### config.mk
export PLATFORM = sky130hd
export DESIGN_NAME = lcfs_top
export DESIGN_NICKNAME = d
export VERILOG_FILES = /design/src/hw/lcfs_pkg.sv /design/src/hw/lcfs_crc.sv /design/src/hw/lcfs_top.sv
export SDC_FILE = /design/constraint.sdc
export NUM_CORES = 1
export LEC_CHECK = 0
export ABC_AREA = 1
export CAP_MARGIN = 20
export CORE_MARGIN = 10
export CORE_UTILIZATION = 45
export DETAILED_ROUTE_END_ITERATION = 16
export DONT_BUFFER_PORTS = 1
export PLACE_DENSITY = 0.7
export SLEW_MARGIN = 15
export SYNTH_ARGS = -nofsm -noshare
export SYNTH_HDL_FRONTEND = slang
export SYNTH_SLANG_ARGS = --single-unit
export TNS_END_PERCENT = 100
### constraint.sdc
create_clock -name mclk_i -period 2.45 [get_ports mclk_i]
set_input_delay 0.1225 -clock mclk_i [delete_from_list [all_inputs] [get_ports mclk_i]]
set_output_delay 0.1225 -clock mclk_i [all_outputs]
set_load 0.01 [all_outputs]
### src/hw/lcfs_pkg.sv
// Constants shared by the link check frame scheduler
package lcfs_pkg;
  // Register byte offsets
  localparam logic [3:0] CTRL_OFS  = 4'h0;
  localparam logic [3:0] STAT_OFS  = 4'h4;
  localparam logic [3:0] FRAME_OFS = 4'h8;
  // Control register fields
  localparam int CTRL_TP_BIT  = 0;   // Tele-powering commanded on
  localparam int CTRL_SS_BIT  = 1;   // Strength reporting enabled
  localparam int CTRL_OPT_LSB = 4;   // Optional link test bit count, 4 bits
  localparam int CTRL_ANT_LSB = 8;   // Antenna identifier, 2 bits
  localparam int CTRL_LNK_LSB = 10;  // Link identifier, 2 bits
  localparam logic [31:0] CTRL_RST = 32'h0000_0001;
  localparam logic [31:0] CTRL_WMASK = 32'h0000_0FF3;
  // Link test shape
  localparam logic [4:0] LC_MAND = 5'h04;  // Mandatory bits
  localparam logic [4:0] LC_OPT_MAX = 5'h0F;  // Most optional bits
  localparam logic [3:0] LC_PATTERN = 4'hA; // Mandatory detection bits, msb first
  // Timing in physical units
  localparam int CLK_MHZ     = 10;
  localparam int IDLE_MS     = 200;   // Below the 250 ms window
  localparam int SUPP_MS     = 750;   // Between 0.5 s and 1 s
  localparam int LC_BIT_US   = 10;    // Link test bit slot
  localparam int IDLE_CYC    = IDLE_MS * 1000 * CLK_MHZ;
  localparam int SUPP_CYC    = SUPP_MS * 1000 * CLK_MHZ;
  localparam logic [9:0] LC_BIT_CYC = 10'(LC_BIT_US * CLK_MHZ - 1);
  // AXI responses
  localparam logic [1:0] RESP_OK  = 2'h0;
  localparam logic [1:0] RESP_DEC = 2'h3;
  // Frame: payload 17 bits then CRC-8
  localparam int PAY_W   = 17;
  localparam int FRAME_W = 25;
  localparam logic [7:0] CRC_POLY = 8'h07;
  localparam logic [7:0] CRC_INIT = 8'h00;
  // Link test sequencer states
  typedef enum logic [1:0] {
    LC_IDLE = 2'b01,
    LC_SEND = 2'b10
  } lcfs_lc_t;
endpackage : lcfs_pkg

### src/hw/lcfs_crc.sv
// CRC-8 generator over one frame payload
`timescale 1ns/10ps
`default_nettype none
module lcfs_crc (
  // Payload in
  input  wire logic [lcfs_pkg::PAY_W-1:0] pay_i,
  // Check value out
  output logic      [7:0]                 crc_o
);
  // Bitwise CRC, payload msb first
  function automatic logic [7:0] lcfs_crc8(input logic [lcfs_pkg::PAY_W-1:0] d);
    logic [7:0] c;
    c = lcfs_pkg::CRC_INIT;
    for (int i = lcfs_pkg::PAY_W - 1; i >= 0; i--) begin
      if (c[7] ^ d[i]) begin
        c = {c[6:0], 1'b0} ^ lcfs_pkg::CRC_POLY;
      end else begin
        c = {c[6:0], 1'b0};
      end
    end
    return c;
  endfunction : lcfs_crc8

  // Pure combinational check value
  always_comb begin
    crc_o = lcfs_crc8(pay_i);
  end
endmodule : lcfs_crc
`default_nettype wire

### src/hw/lcfs_top.sv
// Link check frame scheduler with AXI4-Lite control
//
// Chosen here: the register addresses and the AXI4-Lite register port.
`timescale 1ns/10ps
`default_nettype none
// Behaviour
// - Idle link: link test within every 250 ms
// - Each link test carries four mandatory bits
// - At most fifteen optional bits appended
// - Link test flag matches link test frames
// - ASK reception: link test after 0.5..1 s
// - FSK reception: link test after 0.5..1 s
// - Detection bit follows received air-gap bit
// - Decoding bit equals detection bit
// - ASK frames: three status flags zero
// - Strength nibble zero unless reporting enabled
// - Bit counter steps modulo 8 per bit
// - Every frame carries its CRC
// - Antenna and link identifiers from configuration
// - FSK: detection and decoding bits zero
// - FSK: reception flag one, others zero
// - FSK: tele-powering flag one
// - Tele-powering off sets unavailability flag
// - Permanent failure stops all output activity
module lcfs_top #(
  parameter logic [22:0] IDLE_CYC = 23'(lcfs_pkg::IDLE_CYC),
  parameter logic [22:0] SUPP_CYC = 23'(lcfs_pkg::SUPP_CYC)
) (
  // Clock and reset
  input  wire logic        mclk_i,
  input  wire logic        arst_n_i,
  // AXI4-Lite write channels
  input  wire logic [3:0]  s_awaddr_i,
  input  wire logic        s_awvalid_i,
  output logic             s_awready_o,
  input  wire logic [31:0] s_wdata_i,
  input  wire logic [3:0]  s_wstrb_i,
  input  wire logic        s_wvalid_i,
  output logic             s_wready_o,
  output logic [1:0]       s_bresp_o,
  output logic             s_bvalid_o,
  input  wire logic        s_bready_i,
  // AXI4-Lite read channels
  input  wire logic [3:0]  s_araddr_i,
  input  wire logic        s_arvalid_i,
  output logic             s_arready_o,
  output logic [31:0]      s_rdata_o,
  output logic [1:0]       s_rresp_o,
  output logic             s_rvalid_o,
  input  wire logic        s_rready_i,
  // Air-gap receiver side
  input  wire logic        bit_strobe_i,   // One pulse per air-gap bit slot
  input  wire logic        ask_bit_i,      // Received ASK bit value
  input  wire logic        ask_rx_i,       // ASK data being received
  input  wire logic        fsk_rx_i,       // FSK telegram being received
  input  wire logic [3:0]  strength_i,     // Uplink signal level
  input  wire logic        fail_i,         // Permanent internal failure
  // Output link
  output logic             frame_valid_o,  // One pulse per frame
  output logic [24:0]      frame_data_o,   // Payload msb first, CRC last
  output logic             line_active_o   // Line coding running
);
  // Control and status registers
  logic [31:0] ctrl_q, ctrl_d;           // Control word
  logic        fail_q, fail_d;           // Latched failure
  // Bus handshake state
  logic        bvalid_q, bvalid_d;
  logic [1:0]  bresp_q, bresp_d;
  logic        rvalid_q, rvalid_d;
  logic [1:0]  rresp_q, rresp_d;
  logic [31:0] rdata_q, rdata_d;
  // Scheduler state
  lcfs_pkg::lcfs_lc_t lc_q, lc_d;        // Link test sequencer
  logic [22:0] gap_q, gap_d;             // Cycles since last link test
  logic [9:0]  tick_q, tick_d;           // Link test bit slot timer
  logic [4:0]  sent_q, sent_d;           // Link test bits sent
  logic [4:0]  len_q, len_d;             // Length of running link test
  logic [2:0]  bcnt_q, bcnt_d;           // Frame bit counter
  // Frame output registers
  logic        fv_q, fv_d;
  logic [24:0] fd_q, fd_d;
  logic        act_q, act_d;
  // Combinational helpers
  logic        wr_go, rd_go, rx_any, lc_tick, lc_due, emit;
  logic        det, is_lc;
  logic [16:0] pay;
  logic [7:0]  crc;
  logic [3:0]  opt;

  // Word offset decode shared by both bus paths
  function automatic logic [1:0] lcfs_dec(input logic [3:0] a);
    if (a == lcfs_pkg::CTRL_OFS) begin
      return 2'h1;
    end else if (a == lcfs_pkg::STAT_OFS) begin
      return 2'h2;
    end else if (a == lcfs_pkg::FRAME_OFS) begin
      return 2'h3;
    end else begin
      return 2'h0;
    end
  endfunction : lcfs_dec

  // Address and data are taken together, one write in flight
  assign s_awready_o = s_awvalid_i & s_wvalid_i & ~bvalid_q;
  assign s_wready_o  = s_awready_o;
  assign s_arready_o = ~rvalid_q;
  assign wr_go = s_awready_o;
  assign rd_go = s_arvalid_i & ~rvalid_q;
  assign s_bvalid_o = bvalid_q;
  assign s_bresp_o  = bresp_q;
  assign s_rvalid_o = rvalid_q;
  assign s_rresp_o  = rresp_q;
  assign s_rdata_o  = rdata_q;

  // Bus slave next state
  always_comb begin
    ctrl_d   = ctrl_q;
    bvalid_d = bvalid_q & ~s_bready_i;
    bresp_d  = bresp_q;
    rvalid_d = rvalid_q & ~s_rready_i;
    rresp_d  = rresp_q;
    rdata_d  = rdata_q;
    // Write with byte lanes, only control is writable
    if (wr_go) begin
      bvalid_d = 1'b1;
      bresp_d  = lcfs_pkg::RESP_OK;
      if (lcfs_dec(s_awaddr_i) == 2'h1) begin
        for (int b = 0; b < 4; b++) begin
          if (s_wstrb_i[b]) begin
            ctrl_d[b*8 +: 8] = s_wdata_i[b*8 +: 8] & lcfs_pkg::CTRL_WMASK[b*8 +: 8];
          end
        end
      end else if (lcfs_dec(s_awaddr_i) == 2'h0) begin
        bresp_d = lcfs_pkg::RESP_DEC;
      end
    end
    // Read, unmapped answers zero with decode error
    if (rd_go) begin
      rvalid_d = 1'b1;
      rresp_d  = lcfs_pkg::RESP_OK;
      case (lcfs_dec(s_araddr_i))
        2'h1: rdata_d = ctrl_q;
        2'h2: rdata_d = {16'h0000, 4'h0, sent_q, bcnt_q, 1'b0, act_q,
                         (lc_q == lcfs_pkg::LC_SEND), fail_q};
        2'h3: rdata_d = {7'h00, fd_q};
        default: begin
          rdata_d = 32'h0000_0000;
          rresp_d = lcfs_pkg::RESP_DEC;
        end
      endcase
    end
  end

  // Bus slave registers
  always_ff @(posedge mclk_i or negedge arst_n_i) begin
    if (!arst_n_i) begin
      ctrl_q   <= lcfs_pkg::CTRL_RST;
      bvalid_q <= 1'b0;
      bresp_q  <= lcfs_pkg::RESP_OK;
      rvalid_q <= 1'b0;
      rresp_q  <= lcfs_pkg::RESP_OK;
      rdata_q  <= 32'h0000_0000;
    end else begin
      ctrl_q   <= ctrl_d;
      bvalid_q <= bvalid_d;
      bresp_q  <= bresp_d;
      rvalid_q <= rvalid_d;
      rresp_q  <= rresp_d;
      rdata_q  <= rdata_d;
    end
  end

  // Scheduler decisions
  assign rx_any  = ask_rx_i | fsk_rx_i;
  assign lc_tick = (tick_q == 10'h000);
  assign opt     = ctrl_q[lcfs_pkg::CTRL_OPT_LSB +: 4];
  // Due after the idle limit, or the suppression limit while receiving
  assign lc_due  = rx_any ? (gap_q >= SUPP_CYC) : (gap_q >= IDLE_CYC);
  assign is_lc   = (lc_q == lcfs_pkg::LC_SEND);
  // Link test bits leave on their own slot, normal frames on each air-gap bit
  assign emit    = ~fail_q & (is_lc ? lc_tick : bit_strobe_i);
  // Mandatory pattern first, optional bits send zero
  assign det = is_lc ? ((sent_q < lcfs_pkg::LC_MAND) ?
                        lcfs_pkg::LC_PATTERN[2'(3 - sent_q)] : 1'b0)
                     : (~fsk_rx_i & ask_bit_i);
  // Payload: det, dec, unavail, balise rx, link test, tele-power, ss, ant, link, counter
  assign pay = {det, det,
                ~ctrl_q[lcfs_pkg::CTRL_TP_BIT],
                fsk_rx_i & ~is_lc,
                is_lc,
                ctrl_q[lcfs_pkg::CTRL_TP_BIT] | fsk_rx_i,
                ctrl_q[lcfs_pkg::CTRL_SS_BIT] ? strength_i : 4'h0,
                ctrl_q[lcfs_pkg::CTRL_ANT_LSB +: 2],
                ctrl_q[lcfs_pkg::CTRL_LNK_LSB +: 2],
                bcnt_q};

  // CRC over the payload
  lcfs_crc u_crc (
    .pay_i (pay),
    .crc_o (crc)
  );

  // Scheduler next state
  always_comb begin
    lc_d   = lc_q;
    gap_d  = (gap_q == SUPP_CYC) ? gap_q : 23'(gap_q + 23'h00_0001);
    tick_d = lc_tick ? lcfs_pkg::LC_BIT_CYC : 10'(tick_q - 10'h001);
    sent_d = sent_q;
    len_d  = len_q;
    // Counter follows every air-gap bit, also under a link test
    bcnt_d = bit_strobe_i ? 3'(bcnt_q + 3'h1) : bcnt_q;
    fv_d   = emit;
    fd_d   = emit ? {pay, crc} : fd_q;
    act_d  = ~fail_q;
    fail_d = fail_q | fail_i;
    case (lc_q)
      lcfs_pkg::LC_IDLE: begin
        // Start only in a cycle that carries no frame
        if (lc_due && !bit_strobe_i && !fail_q) begin
          lc_d   = lcfs_pkg::LC_SEND;
          gap_d  = 23'h00_0000;
          sent_d = 5'h00;
          tick_d = lcfs_pkg::LC_BIT_CYC;
          len_d  = lcfs_pkg::LC_MAND +
                   ((5'(opt) > lcfs_pkg::LC_OPT_MAX) ? lcfs_pkg::LC_OPT_MAX : 5'(opt));
        end
      end
      lcfs_pkg::LC_SEND: begin
        gap_d = 23'h00_0000;
        if (emit) begin
          sent_d = 5'(sent_q + 5'h01);
          // Normal frames resume right after the last bit
          if (5'(sent_q + 5'h01) == len_q) begin
            lc_d = lcfs_pkg::LC_IDLE;
          end
        end
        if (fail_q) begin
          lc_d = lcfs_pkg::LC_IDLE;
        end
      end
      default: lc_d = lcfs_pkg::LC_IDLE;
    endcase
  end

  // Scheduler registers
  always_ff @(posedge mclk_i or negedge arst_n_i) begin
    if (!arst_n_i) begin
      lc_q   <= lcfs_pkg::LC_IDLE;
      gap_q  <= 23'h00_0000;
      tick_q <= lcfs_pkg::LC_BIT_CYC;
      sent_q <= 5'h00;
      len_q  <= lcfs_pkg::LC_MAND;
      bcnt_q <= 3'h0;
      fv_q   <= 1'b0;
      fd_q   <= 25'h000_0000;
      act_q  <= 1'b0;
      fail_q <= 1'b0;
    end else begin
      lc_q   <= lc_d;
      gap_q  <= gap_d;
      tick_q <= tick_d;
      sent_q <= sent_d;
      len_q  <= len_d;
      bcnt_q <= bcnt_d;
      fv_q   <= fv_d;
      fd_q   <= fd_d;
      act_q  <= act_d;
      fail_q <= fail_d;
    end
  end

  // Link outputs
  assign frame_valid_o = fv_q;
  assign frame_data_o  = fd_q;
  assign line_active_o = act_q;
endmodule : lcfs_top
`default_nettype wire

# Word level (Yosys, flattened, before mapping)
# Cells that the tools add are included.
# totals
register_bits,123
inputBits,60
output_inout_bits,68
elab_cells,163
# classes
n_addsub,6
order_cmp,4
eq_ne,16
mux,54
bitwise,51
reduce_logical,15
# ops
operator,count
case mux 25 bit (3 select lines),1
two-way mux 3 bit,17
NOT 3 bit,16
two-way mux 23 bit,2
case mux 23 bit (2 select lines),1
two-way mux 2 bit,17
two-way mux 10 bit,3
adder 23 x 1 -> 23 bit (second input constant),1
== test 23 bit (second input constant),1
greater-or-equal comparator 23 x 21 -> 1 bit (second input constant),1
greater-or-equal comparator 23 bit (second input constant),1
AND reduction 3 bit,4
XOR 1 bit,11
logical NOT 10 bit,1
two-way mux 5 bit,2
case mux 5 bit (2 select lines),1
subtractor 10 x 1 -> 10 bit (second input constant),1
AND 1 bit,8
== test 4 x 3 -> 1 bit (second input constant),2
== test 4 bit (second input constant),2
logical NOT 4 bit,2
NOT 1 bit,8
two-way mux 1 bit,7
== test 2 x 1 -> 1 bit (second input constant),3
other kinds (22),33

# Depth between registers and ports, before layout
# Gate-level depths: netlist of run 1.
# logic_depth
depth_word,38
depth_mapped,18
ltp_nobuf,17

# Modules after synthesis
# Synthesis of run 1 repeated with hierarchy kept, for this count alone.
# unflattened
hier_cells,831
hier_area_um2,6356.1
# by_module_without_submodules
module,n_inst,cells_per_inst,area_per_inst_um2,seq_area_each_um2
lcfs_top,1,692,5622.9,2836.5
lcfs_crc,1,139,733.2,0.0

# Worst setup path before layout of run 1
# No wires, ideal clock.
# synth_path
kind,register to register
start,register lc_q[0]
end,register fd_q[3] (netlist: frame_data_o[3])
setup_ns,0.117
arrival_time_ns,1.794
t_required_ns,2.333
slack_ns,0.539
path_stages_with_launch,16
path_buffers,1
period_less_slack_ns,1.911
cell_sequence,dfstp_2 -> inv_1 -> ha_1 -> buf_4 -> nor2_2 -> nand2_1 -> nand2_2 -> nand2_1 -> nand2_1 -> nand2_1 -> nand2_1 -> nand3_1 -> nand2_1 -> nand2_1 -> nand3_1 -> nand2_1
# synth_between
elab_chain_len,13
word_cells_on_any_way,34
cone_classes,1 x eq/ne; 13 x mux; 20 x bitwise
# synth_lines
item,line_no,source
from (decl),lcfs_top.sv:73,"lcfs_pkg::lcfs_lc_t lc_q, lc_d;"
from (signal assigned),lcfs_top.sv:248,lc_q <= lcfs_pkg::LC_IDLE;
from (signal assigned),lcfs_top.sv:259,lc_q <= lc_d;
== test 2 bit *,lcfs_top.sv:179,assign is_lc = (lc_q == lcfs_pkg::LC_SEND);
via is_lc,lcfs_top.sv:85,"logic det, is_lc;"
two-way mux 1 bit,lcfs_top.sv:183,assign det = is_lc ? ((sent_q < lcfs_pkg::LC_MAND) ?
two-way mux 3 bit,lcfs_crc.sv:15,if (c[7] ^ d[i]) begin
XOR 1 bit / NOT 3 bit (equally long branches),-,
two-way mux 3 bit,lcfs_crc.sv:15,
NOT 3 bit (no line) / XOR 1 bit (equally long branches),-,
two-way mux 3 bit,lcfs_crc.sv:15,
XOR 1 bit / NOT 3 bit (equally long branches),-,
two-way mux 3 bit,lcfs_crc.sv:15,
NOT 3 bit (no line) / XOR 1 bit (equally long branches),-,
two-way mux 3 bit,lcfs_crc.sv:15,
NOT 3 bit (no line) / XOR 1 bit (equally long branches),-,
two-way mux 3 bit,lcfs_crc.sv:15,
to (signal assigned),lcfs_top.sv:255,fd_q <= 25'h000_0000;
to (signal assigned),lcfs_top.sv:266,fd_q <= fd_d;
to (decl),lcfs_top.sv:81,"logic [24:0] fd_q, fd_d;"
# Mark *: on every way through the listed nets, which the timed path passes. The rest lies on a longest branch.
# A chain may end at the register's enable or synchronous reset.

# Final worst setup path of run 1
# Same ends and word-level chain as after synthesis.

==> results.cfg, run 1 <==
[run_status]
outcome = finished, violations left
violations = negative hold slack

[yosys]
avgSynthCellArea_um2 = 8.229
synth_seq_area_share_pct = 46.77
syn_inst = 737
synth-edff-count = 0
async_reset_ff_share_pct = 100.0
synth_cell_type_count = 42
ys.flop_type = dfrtp_1
postSynthRegisterBits = 113
ys.warnings.count = 0
syn_area_um2 = 6065

[final_layout]
layout-drive-gt1-share_pct = 14.71
final.fill_count = 1256
regArea_um2 = 2836
final_nets = 832
areaGrowthSynthToFinish_pct = 15.82
final_common_cell = nand2_1
fin_cells = 952
multiInputGateArea_um2 = 2716
final_cell_mix = 195 x nand2_1, 106 x dfrtp_1, 75 x inv_1, 55 x nor2_1, 54 x nand3_1

[route]
ant_nets = 0
viasPerCell = 4.945
drc_errors = 0
first_pass_iters = 4
drtIter0Drc = 361
wire_per_inst_um = 15.21
wirelength_mm = 14.48
num_vias = 4708

[pwr]
p_per_area_nw_per_um2 = 974.3
p_clk_share_pct = 38.5
swShare_pct = 33.06
p_switching_uw = 2263
leakagePower_uw = 0.003314
peakVddDrop_mv = 0.5025
p_comb_share_pct = 25.4
pwr-share-seq_pct = 36.1
intPower_uw = 4581

[setup_path]
required_ns = 2.76
critPathLaunch = lc_q[0]$_DFFE_PN1P_
criticalPathCategory = register to register
cp-endpoint = frame_data_o[3]$_DFFE_PN0P_
arrival_ns = 2.39
path_max_fanout = 9
r2r_cells = 14
critical_path.slowest_cell = dfstp_2
ff2ff_setup_slack_ns = 0.37
max_stage_delay_ns = 0.54
timing.rr.end = frame_data_o[3]$_DFFE_PN0P_
worstPathCellList = inv_1 -> ha_2 -> nor2_2 -> nand2_1 -> nand2_2 -> nand2_1 -> nand2_1 -> nand2_1 -> nand2_1 -> nand3_1 -> nand2_1 -> nand2_1 -> nand3_1 -> nand2_1
setup.worst_path.start_class = register
worst_r2r_startpoint = lc_q[0]$_DFFE_PN1P_
crit_path_end_kind = register
crit_top_cell = nand2_1

[sta]
period_minus_slack_ns = 2.083
whs_ns = -0.5876
clock_skew_ns = 0.009720
rsz0062_at_grt = no
setup_viol = 0
hold_viol_final = 113
fmax_mhz = 480.2
period_share_pct = 85.00
worst_pin_slew_ns = 0.5062
tns_ns = 0
relSlewSlack_pct = 66.13
final_max_slew_viol_count = 0

[global_route]
grt_max_degree = 114
grt_use_total_pct = 16.10
overflow = 0
antenna_found_initial = 1
grt_pass1_wl_mm = 23.50
grt_pass1_vias = 4554

[clock_network]
clock_latency_ns = 0.42
cts_sinks = 113
h-tree-depth = 4
cts_buffers = 17
clockRootBuffer = clkbuf_16
cts_tree = done
clockBufferDepth = 2
cts_setup_buffers = 0
ctsHoldBuffers = 25
path_clk_slew_ns = 0.05

[floorplan]
rows = 42
die_y_um = 136.1
dieArea_um2 = 18520
start_util_pct = 45.80
design.core.area_um2 = 13240
boundaryPins = 128
dieWidth_um = 136.1

[placement]
portBuffers = 0
gp_congestion = 0.9018
dp.cells = 894
dp_hpwl_mm = 10.66

[job]
maxCapViolCount = 0

[min_path]
hp-class = primary input to async pin
## worst max-delay path: cells and delay by family, from the launching register on
kind | cells | cell delay [ns]
and+or+nand+nor | 12 | 1.14
DFF | 1 | 0.54
adders and majority gates | 1 | 0.26
buffers and inverters | 1 | 0.05
## stage by stage
stage / setup WS [ns] / hold slack [ns] / total power [µW] / instance area [µm²] / util (%)
after floorplan: 0.5390 / -0.1731 / 3896 / 6087 / -
after global placement: 0.2773 / -0.1636 / 4148 / 6127 / 46.27
after detailed placement: 0.2524 / -0.1632 / 4190 / 6127 / 46.27
after CTS: 0.2411 / -0.6054 / 6897 / 7017 / 52.99
after global routing: 0.1115 / -0.5992 / 7298 / 7024 / 53.04
final: 0.3674 / -0.5876 / 6844 / 7024 / 53.04
## routing by layer
metal	up-vias	global-route usage [%]	wire, µm
li1	2386	-	-
met1	2173	20.56	6334
met5	-	0	0
met3	20	5.720	1248
met2	129	24.16	6633
met4	0	6.864	261
## power by group through the flow
stage               sequential [µW]  combinational [µW]  clock, µW
floorplan                      2410                1490          0
global placement               2490                1650          0
detailed placement             2500                1690          0
CTS                            2470                1740       2680
global route                   2510                2000       2780
finish                         2470                1740       2640
## cell usage after synthesis (2+ instances only)
cell type,count,area share [%]
nand2_1,195,12
mux2_2,3,0.56
buf_6,6,1.1
nand3_1,54,4.5
nor3_1,4,0.33
buf_4,13,1.6
buf_2,3,0.25
clkbuf_1,6,0.37
xor2_1,30,4.3
ha_1,10,2.1
o21ai_0,39,3.2
nor3_2,2,0.33
dfrtp_1,106,44
dfstp_2,7,3.0
nor2_1,55,3.4
o22ai_1,2,0.21
inv_2,11,0.68
nor3_4,2,0.54
or2_2,4,0.41
xnor2_1,10,1.4
nand2_2,9,0.93
nor2_2,18,1.9
o21ai_2,15,2.2
nand3_2,3,0.50
inv_1,75,4.6
a21oi_1,9,0.74
nor2_4,2,0.37
o21ai_1,20,1.7
a31oi_1,3,0.31
a221oi_1,6,0.87
nand4_1,4,0.41
## sequential cells by signal, indices dropped and copies added (netlist names)
name and cells:
bcnt_q 3, s_bvalid_o 1, s_rresp_o 1, line_active_o 1
s_bresp_o 1, lc_q 2, fail_q 1, gap_q 23
sent_q 5, len_q 5, frame_data_o 24, tick_q 10
ctrl_q 10, s_rdata_o 24, s_rvalid_o 1, frame_valid_o 1
## worst min-delay path by stage
stage / endpoint / slack (ns)
5_1_grt: bcnt_q[1]$_DFFE_PN0P_ / -0.60
4_1_cts: s_bvalid_o$_DFF_PN0_ / -0.61
3_3_place_gp: gap_q[1]$_DFF_PN0_ / -0.16
6_report: gap_q[0]$_DFF_PN0_ / -0.59
2_1_floorplan: bcnt_q[0]$_DFFE_PN0P_ / -0.17
3_5_place_dp: gap_q[0]$_DFF_PN0_ / -0.16
## timing repair
item | in CTS | in global routing
resized for setup | 0 | 2
hold endpoints to repair | 135 | 113
setup endpoints to repair | 0 | 1
## cells by family (layout without fill, tap and decap cells)
group | after synthesis | after routing | share of synthesized area, %
xor gates and xnor gates | 40 | 40 | 5.777
DFF | 113 | 113 | 46.77
AOI/OAI and AO/OA | 97 | 97 | 9.553
buffers and inverters | 116 | 148 | 8.851
and+or+nand+nor | 356 | 356 | 26.20
muxes | 4 | 4 | 0.7221
other | 1 | 8 | 0.06183
adders and majority gates | 10 | 10 | 2.063
## layout make-up
cell class	instances	share of cell area (%)
diodes	1	0.03563
clock buffers	23	6.947
clock inverters	9	2.155
inverters	88	4.792
multi-input cells	514	38.67
flip-flops and latches	113	40.38
well taps	176	3.135
repair buffers	28	3.883
(Power assumes the default switching activity.)
==> run 2, diff against run 1 <==
--- a/config.mk
+++ b/config.mk
@@ -8,10 +8,10 @@
 export ABC_AREA = 1
 export CAP_MARGIN = 20
 export CORE_MARGIN = 10
-export CORE_UTILIZATION = 45
+export CORE_UTILIZATION = 60
 export DETAILED_ROUTE_END_ITERATION = 16
 export DONT_BUFFER_PORTS = 1
-export PLACE_DENSITY = 0.7
+export PLACE_DENSITY = 0.86
 export SLEW_MARGIN = 15
 export SYNTH_ARGS = -nofsm -noshare
 export SYNTH_HDL_FRONTEND = slang
==> run 2 against run 1 <==
The flow still finishes with violations (negative hold slack); clock power shrank 7%; total power fell by 0.24%; largest power group is now sequential cells; critical path depth down 6; maximum frequency decreased by 9.3%; combinational power is 8% higher; cell area rose by 0.64%; clock-buffer cell count down 6; critical endpoint is now ctrl_q[10]$_DFFE_PN0P_; routed wire length rose by 16%; sequential power is essentially flat; flip-flop and latch count unchanged; cell count decreased by 2.9%; via count rose by 12%; highest routed layer unchanged.
==> results.cfg, run 2 (synthesis results as in run 1) <==
[route]
routedLengthMet1_mm = 6.449
ant_nets = 0
wl_met3_mm = 1.505
wire_per_inst_um = 18.15
wl_met2_mm = 8.444
drc_errors = 0
viasPerCell = 5.689
wirelength_mm = 16.77
num_vias = 5257
first_pass_iters = 8
top_layer = met4
drtIter0Drc = 487

[clock_network]
cts_sinks = 113
cts_buffers = 17
h-tree-depth = 4
clockBufferDepth = 2
path_clk_slew_ns = 0.06
ctsHoldBuffers = 37
cts_tree = done
clockRootBuffer = clkbuf_8
clock_latency_ns = 0.53

[final_layout]
layout-drive-gt1-share_pct = 15.30
final_nets = 848
areaGrowthSynthToFinish_pct = 16.57
utilization_pct = 71.99
final_common_cell = nand2_1
final_cell_mix = 195 x nand2_1, 106 x dfrtp_1, 74 x inv_1, 55 x nor2_1, 54 x nand3_1
n_antenna_cell = 0

[sta]
setup_viol = 0
relSlewSlack_pct = 63.29
worst_pin_slew_ns = 0.5493
period_minus_slack_ns = 2.296
clock_skew_ns = 0.007300
tns_ns = 0
final_max_slew_viol_count = 0
period_share_pct = 93.71
whs_ns = -0.7143
rsz0062_at_grt = no
fmax_mhz = 435.6
hold_viol_final = 113

[floorplan]
rows = 36
die_y_um = 120.5
dieWidth_um = 120.5
design.core.area_um2 = 9819
boundaryPins = 128
start_util_pct = 61.76
dieArea_um2 = 14530

[pwr]
peakVddDrop_mv = 1.000
p_per_area_nw_per_um2 = 965.8
leakagePower_uw = 0.003331

[placement]
dp_hpwl_mm = 11.11
portBuffers = 0
gp_congestion = 0.9601

[global_route]
grt_pass1_wl_mm = 27.32
overflow = 0
grt_pass1_vias = 5348
antenna_found_initial = 0
grt_use_total_pct = 23.59
grt_max_degree = 114

[job]
maxCapViolCount = 0

[run_status]
violations = negative hold slack
outcome = finished, violations left

[setup_path]
required_ns = 2.89
path_max_fanout = 7
crit_path_end_kind = register
arrival_ns = 2.74
setup.worst_path.start_class = register
criticalPathCategory = register to register

[min_path]
hp-class = primary input to async pin
[run 2: timing repair]
action,4_1_cts,5_1_grt
resized for setup,0,3
setup endpoints to repair,0,2
setup buffers,0,4
hold endpoints to repair,153,113
[run 2: path summary, 6_finish.rpt]
check | startpoint | end | slack, ns | depth (start not counted)
worst max register to register | s_bvalid_o$_DFF_PN0_ | ctrl_q[10]$_DFFE_PN0P_ | 0.15 | 8
worst min-delay path | arst_n_i | gap_q[7]$_DFF_PN0_ | -0.71 | 0
worst min register to register | tick_q[0]$_DFF_PN1_ | tick_q[0]$_DFF_PN1_ | 0.45 | 1
min in group mclk_i | fsk_rx_i | frame_data_o[23]$_DFFE_PN0P_ | 0.02 | 5
worst max-delay path | s_bvalid_o$_DFF_PN0_ | ctrl_q[10]$_DFFE_PN0P_ | 0.15 | 8
max in group asynchronous | arst_n_i | tick_q[5]$_DFF_PN1_ | 2.90 | 0
[run 2: area by class of cell]
class / count / area [µm²]
multi-input cells: 514 / 2716
well taps: 133 / 166.4
flip-flops and latches: 113 / 2836
inverters: 88 / 340.3
clock inverters: 15 / 172.7
repair buffers: 44 / 422.9
clock buffers: 17 / 414.1
fillers: 702 / 2750
[run 2: power breakdown]
group          switching (µW)  internal, µW  leakage [µW]
logic                    1250           631       0.00162
clock network             985          1480      0.000279
registers                 323          2170       0.00143
total                    2560          4270       0.00333
[run 2: metal layers]
metal / GRT usage, % / vias up
met5: 0 / -
met4: 7.089 / 0
met3: 7.678 / 40
met2: 39.84 / 242
met1: 28.05 / 2552
li1: - / 2423
[run 2: critical path, stage by stage (launching register included)]
cell	delay, ns
dfrtp_1	0.42
inv_1	0.08
nand3_1	0.08
inv_1	0.28
nand2_1	0.10
nor2_1	0.36
nand2_1	0.17
dlygate4sd3_1	0.61
o21ai_0	0.10
[run 2: through the flow]
| stage | setup WS, ns | total power (µW) | hold WS [ns] | area (µm²) | std cells |
|---|---|---|---|---|---|
| floorplan | 0.5390 | 3896 | -0.1731 | 6087 | 743 |
| global placement | 0.2621 | 4134 | -0.1688 | 6073 | 851 |
| detailed placement | 0.1770 | 4237 | -0.1686 | 6073 | 851 |
| CTS | 0.1523 | 6743 | -0.7176 | 7030 | 920 |
| global route | 0.01019 | 7202 | -0.7316 | 7069 | 924 |
| finish | 0.1542 | 6827 | -0.7143 | 7069 | 924 |
==> run 3, diff against run 2 <==
--- a/config.mk
+++ b/config.mk
@@ -9,6 +9,7 @@
 export CAP_MARGIN = 20
 export CORE_MARGIN = 10
 export CORE_UTILIZATION = 60
+export CTS_BUF_LIST = sky130_fd_sc_hd__clkbuf_16
 export DETAILED_ROUTE_END_ITERATION = 16
 export DONT_BUFFER_PORTS = 1
 export PLACE_DENSITY = 0.86
==> run 3 against run 2 <==
The flow still finishes with violations (negative hold slack); sequential power about the same; cell area decreased by 1.6%; total power about the same; worst hold slack improved by 0.12 ns; clock-buffer cell count unchanged; critical path type unchanged.
==> results.cfg, run 3 (synthesis results as in run 1) <==
[pwr]
p_per_area_nw_per_um2 = 982.7
peakVddDrop_mv = 1.060
leakagePower_uw = 0.003292

[placement]
pre_cts_slack_ns = 0.1770
gp_congestion = 0.9601
dp_hpwl_mm = 11.11
portBuffers = 0

[setup_path]
setup.worst_path.start_class = register
crit_path_end_kind = register
criticalPathCategory = register to register
arrival_ns = 2.56
required_ns = 2.75
path_max_fanout = 14

[sta]
setup_slack_ns = 0.1922
relSlewSlack_pct = 63.60
tns_ns = 0
fmax_mhz = 442.9
setup_viol = 0
period_minus_slack_ns = 2.258
hold_viol_final = 113
final_max_slew_viol_count = 0
clock_skew_ns = 0.007186
worst_pin_slew_ns = 0.5447
whs_ns = -0.5963
rsz0062_at_grt = no
period_share_pct = 92.16

[global_route]
grtUsageMet1_pct = 27.07
grt_max_degree = 114
grt_use_total_pct = 22.59
overflow = 0
grt_busiest_layer = met2
grt_pass1_vias = 5254
grt_pass1_wl_mm = 26.49
gr-usage-met3_pct = 7.725
grtUsageMet2_pct = 37.35
antenna_found_initial = 0

[route]
wire_per_inst_um = 17.82
drtIter0Drc = 441
ant_nets = 0
first_pass_iters = 6
drc_errors = 0
viasPerCell = 5.631
num_vias = 5130
wirelength_mm = 16.23

[floorplan]
design.core.area_um2 = 9819
dieArea_um2 = 14530
start_util_pct = 61.76
boundaryPins = 128
die_y_um = 120.5
dieWidth_um = 120.5
rows = 36

[clock_network]
cts_sinks = 113
h-tree-depth = 4
clockRootBuffer = clkbuf_16
cts_tree = done
clock_latency_ns = 0.42
ctsHoldBuffers = 25
path_clk_slew_ns = 0.06
cts_buffers = 17
clockBufferDepth = 2

[final_layout]
n_antenna_cell = 0
final_cell_mix = 195 x nand2_1, 106 x dfrtp_1, 74 x inv_1, 55 x nor2_1, 54 x nand3_1
final_common_cell = nand2_1
utilization_pct = 70.81
layout-drive-gt1-share_pct = 15.42
areaGrowthSynthToFinish_pct = 14.65
final_nets = 835

[min_path]
hp-class = primary input to async pin

[run_status]
violations = negative hold slack
outcome = finished, violations left

[job]
maxCapViolCount = 0
## run 3: path summary, 6_finish.rpt
path	startpoint	endpoint	slack [ns]	cells after the start
worst max-delay path	s_rvalid_o$_DFF_PN0_	s_rresp_o[0]$_DFFE_PN0P_	0.19	6
worst max register to register	s_rvalid_o$_DFF_PN0_	s_rresp_o[0]$_DFFE_PN0P_	0.19	6
max in group asynchronous	arst_n_i	tick_q[5]$_DFF_PN1_	2.78	0
min in group mclk_i	strength_i[2]	frame_data_o[17]$_DFFE_PN0P_	0.04	2
worst min-delay path	arst_n_i	gap_q[7]$_DFF_PN0_	-0.60	0
worst min register to register	tick_q[0]$_DFF_PN1_	tick_q[0]$_DFF_PN1_	0.45	1
## run 3: cell type report
class / count / area, µm²
multi-input cells: 514 / 2716
repair buffers: 31 / 295.3
inverters: 88 / 340.3
clock inverters: 15 / 172.7
fillers: 701 / 2867
well taps: 133 / 166.4
flip-flops and latches: 113 / 2836
clock buffers: 17 / 425.4
## run 3: per-stage QoR
step / std cells / power [µW] / hold WS [ns] / area, µm²
final: 911 / 6832 / -0.5963 / 6953
after global routing: 911 / 7203 / -0.6061 / 6953
after CTS: 908 / 6783 / -0.6039 / 6922
after detailed placement: 851 / 4237 / -0.1686 / 6073
after global placement: 851 / 4134 / -0.1688 / 6073
after floorplan: 743 / 3896 / -0.1731 / 6087
## run 3: report_power, final
| part | internal [µW] | switching (µW) | leakage [µW] |
|---|---|---|---|
| Sequential | 2170 | 323 | 0.00143 |
| Combinational | 619 | 1230 | 0.00158 |
| Clock | 1520 | 973 | 0.000284 |
## run 3: repair_timing
item | CTS | global route
endpoints found under the hold margin | 135 | 113
buffers inserted | 0 | 3
setup endpoints to repair | 0 | 2
resized for setup | 0 | 3
## run 3: per-layer routing
metal,vias up,wire [µm]
li1,2396,-
met1,2470,6409
met2,232,7900
met3,32,1624
met4,0,295
met5,-,0
## run 3: worst max-delay path: stages (launching register included)
cell	delay [ns]
dfrtp_1	0.41
inv_1	0.13
nand2_1	0.44
clkinvlp_4	0.35
nor2_1	0.18
a31oi_1	0.06
dlygate4sd3_1	0.58
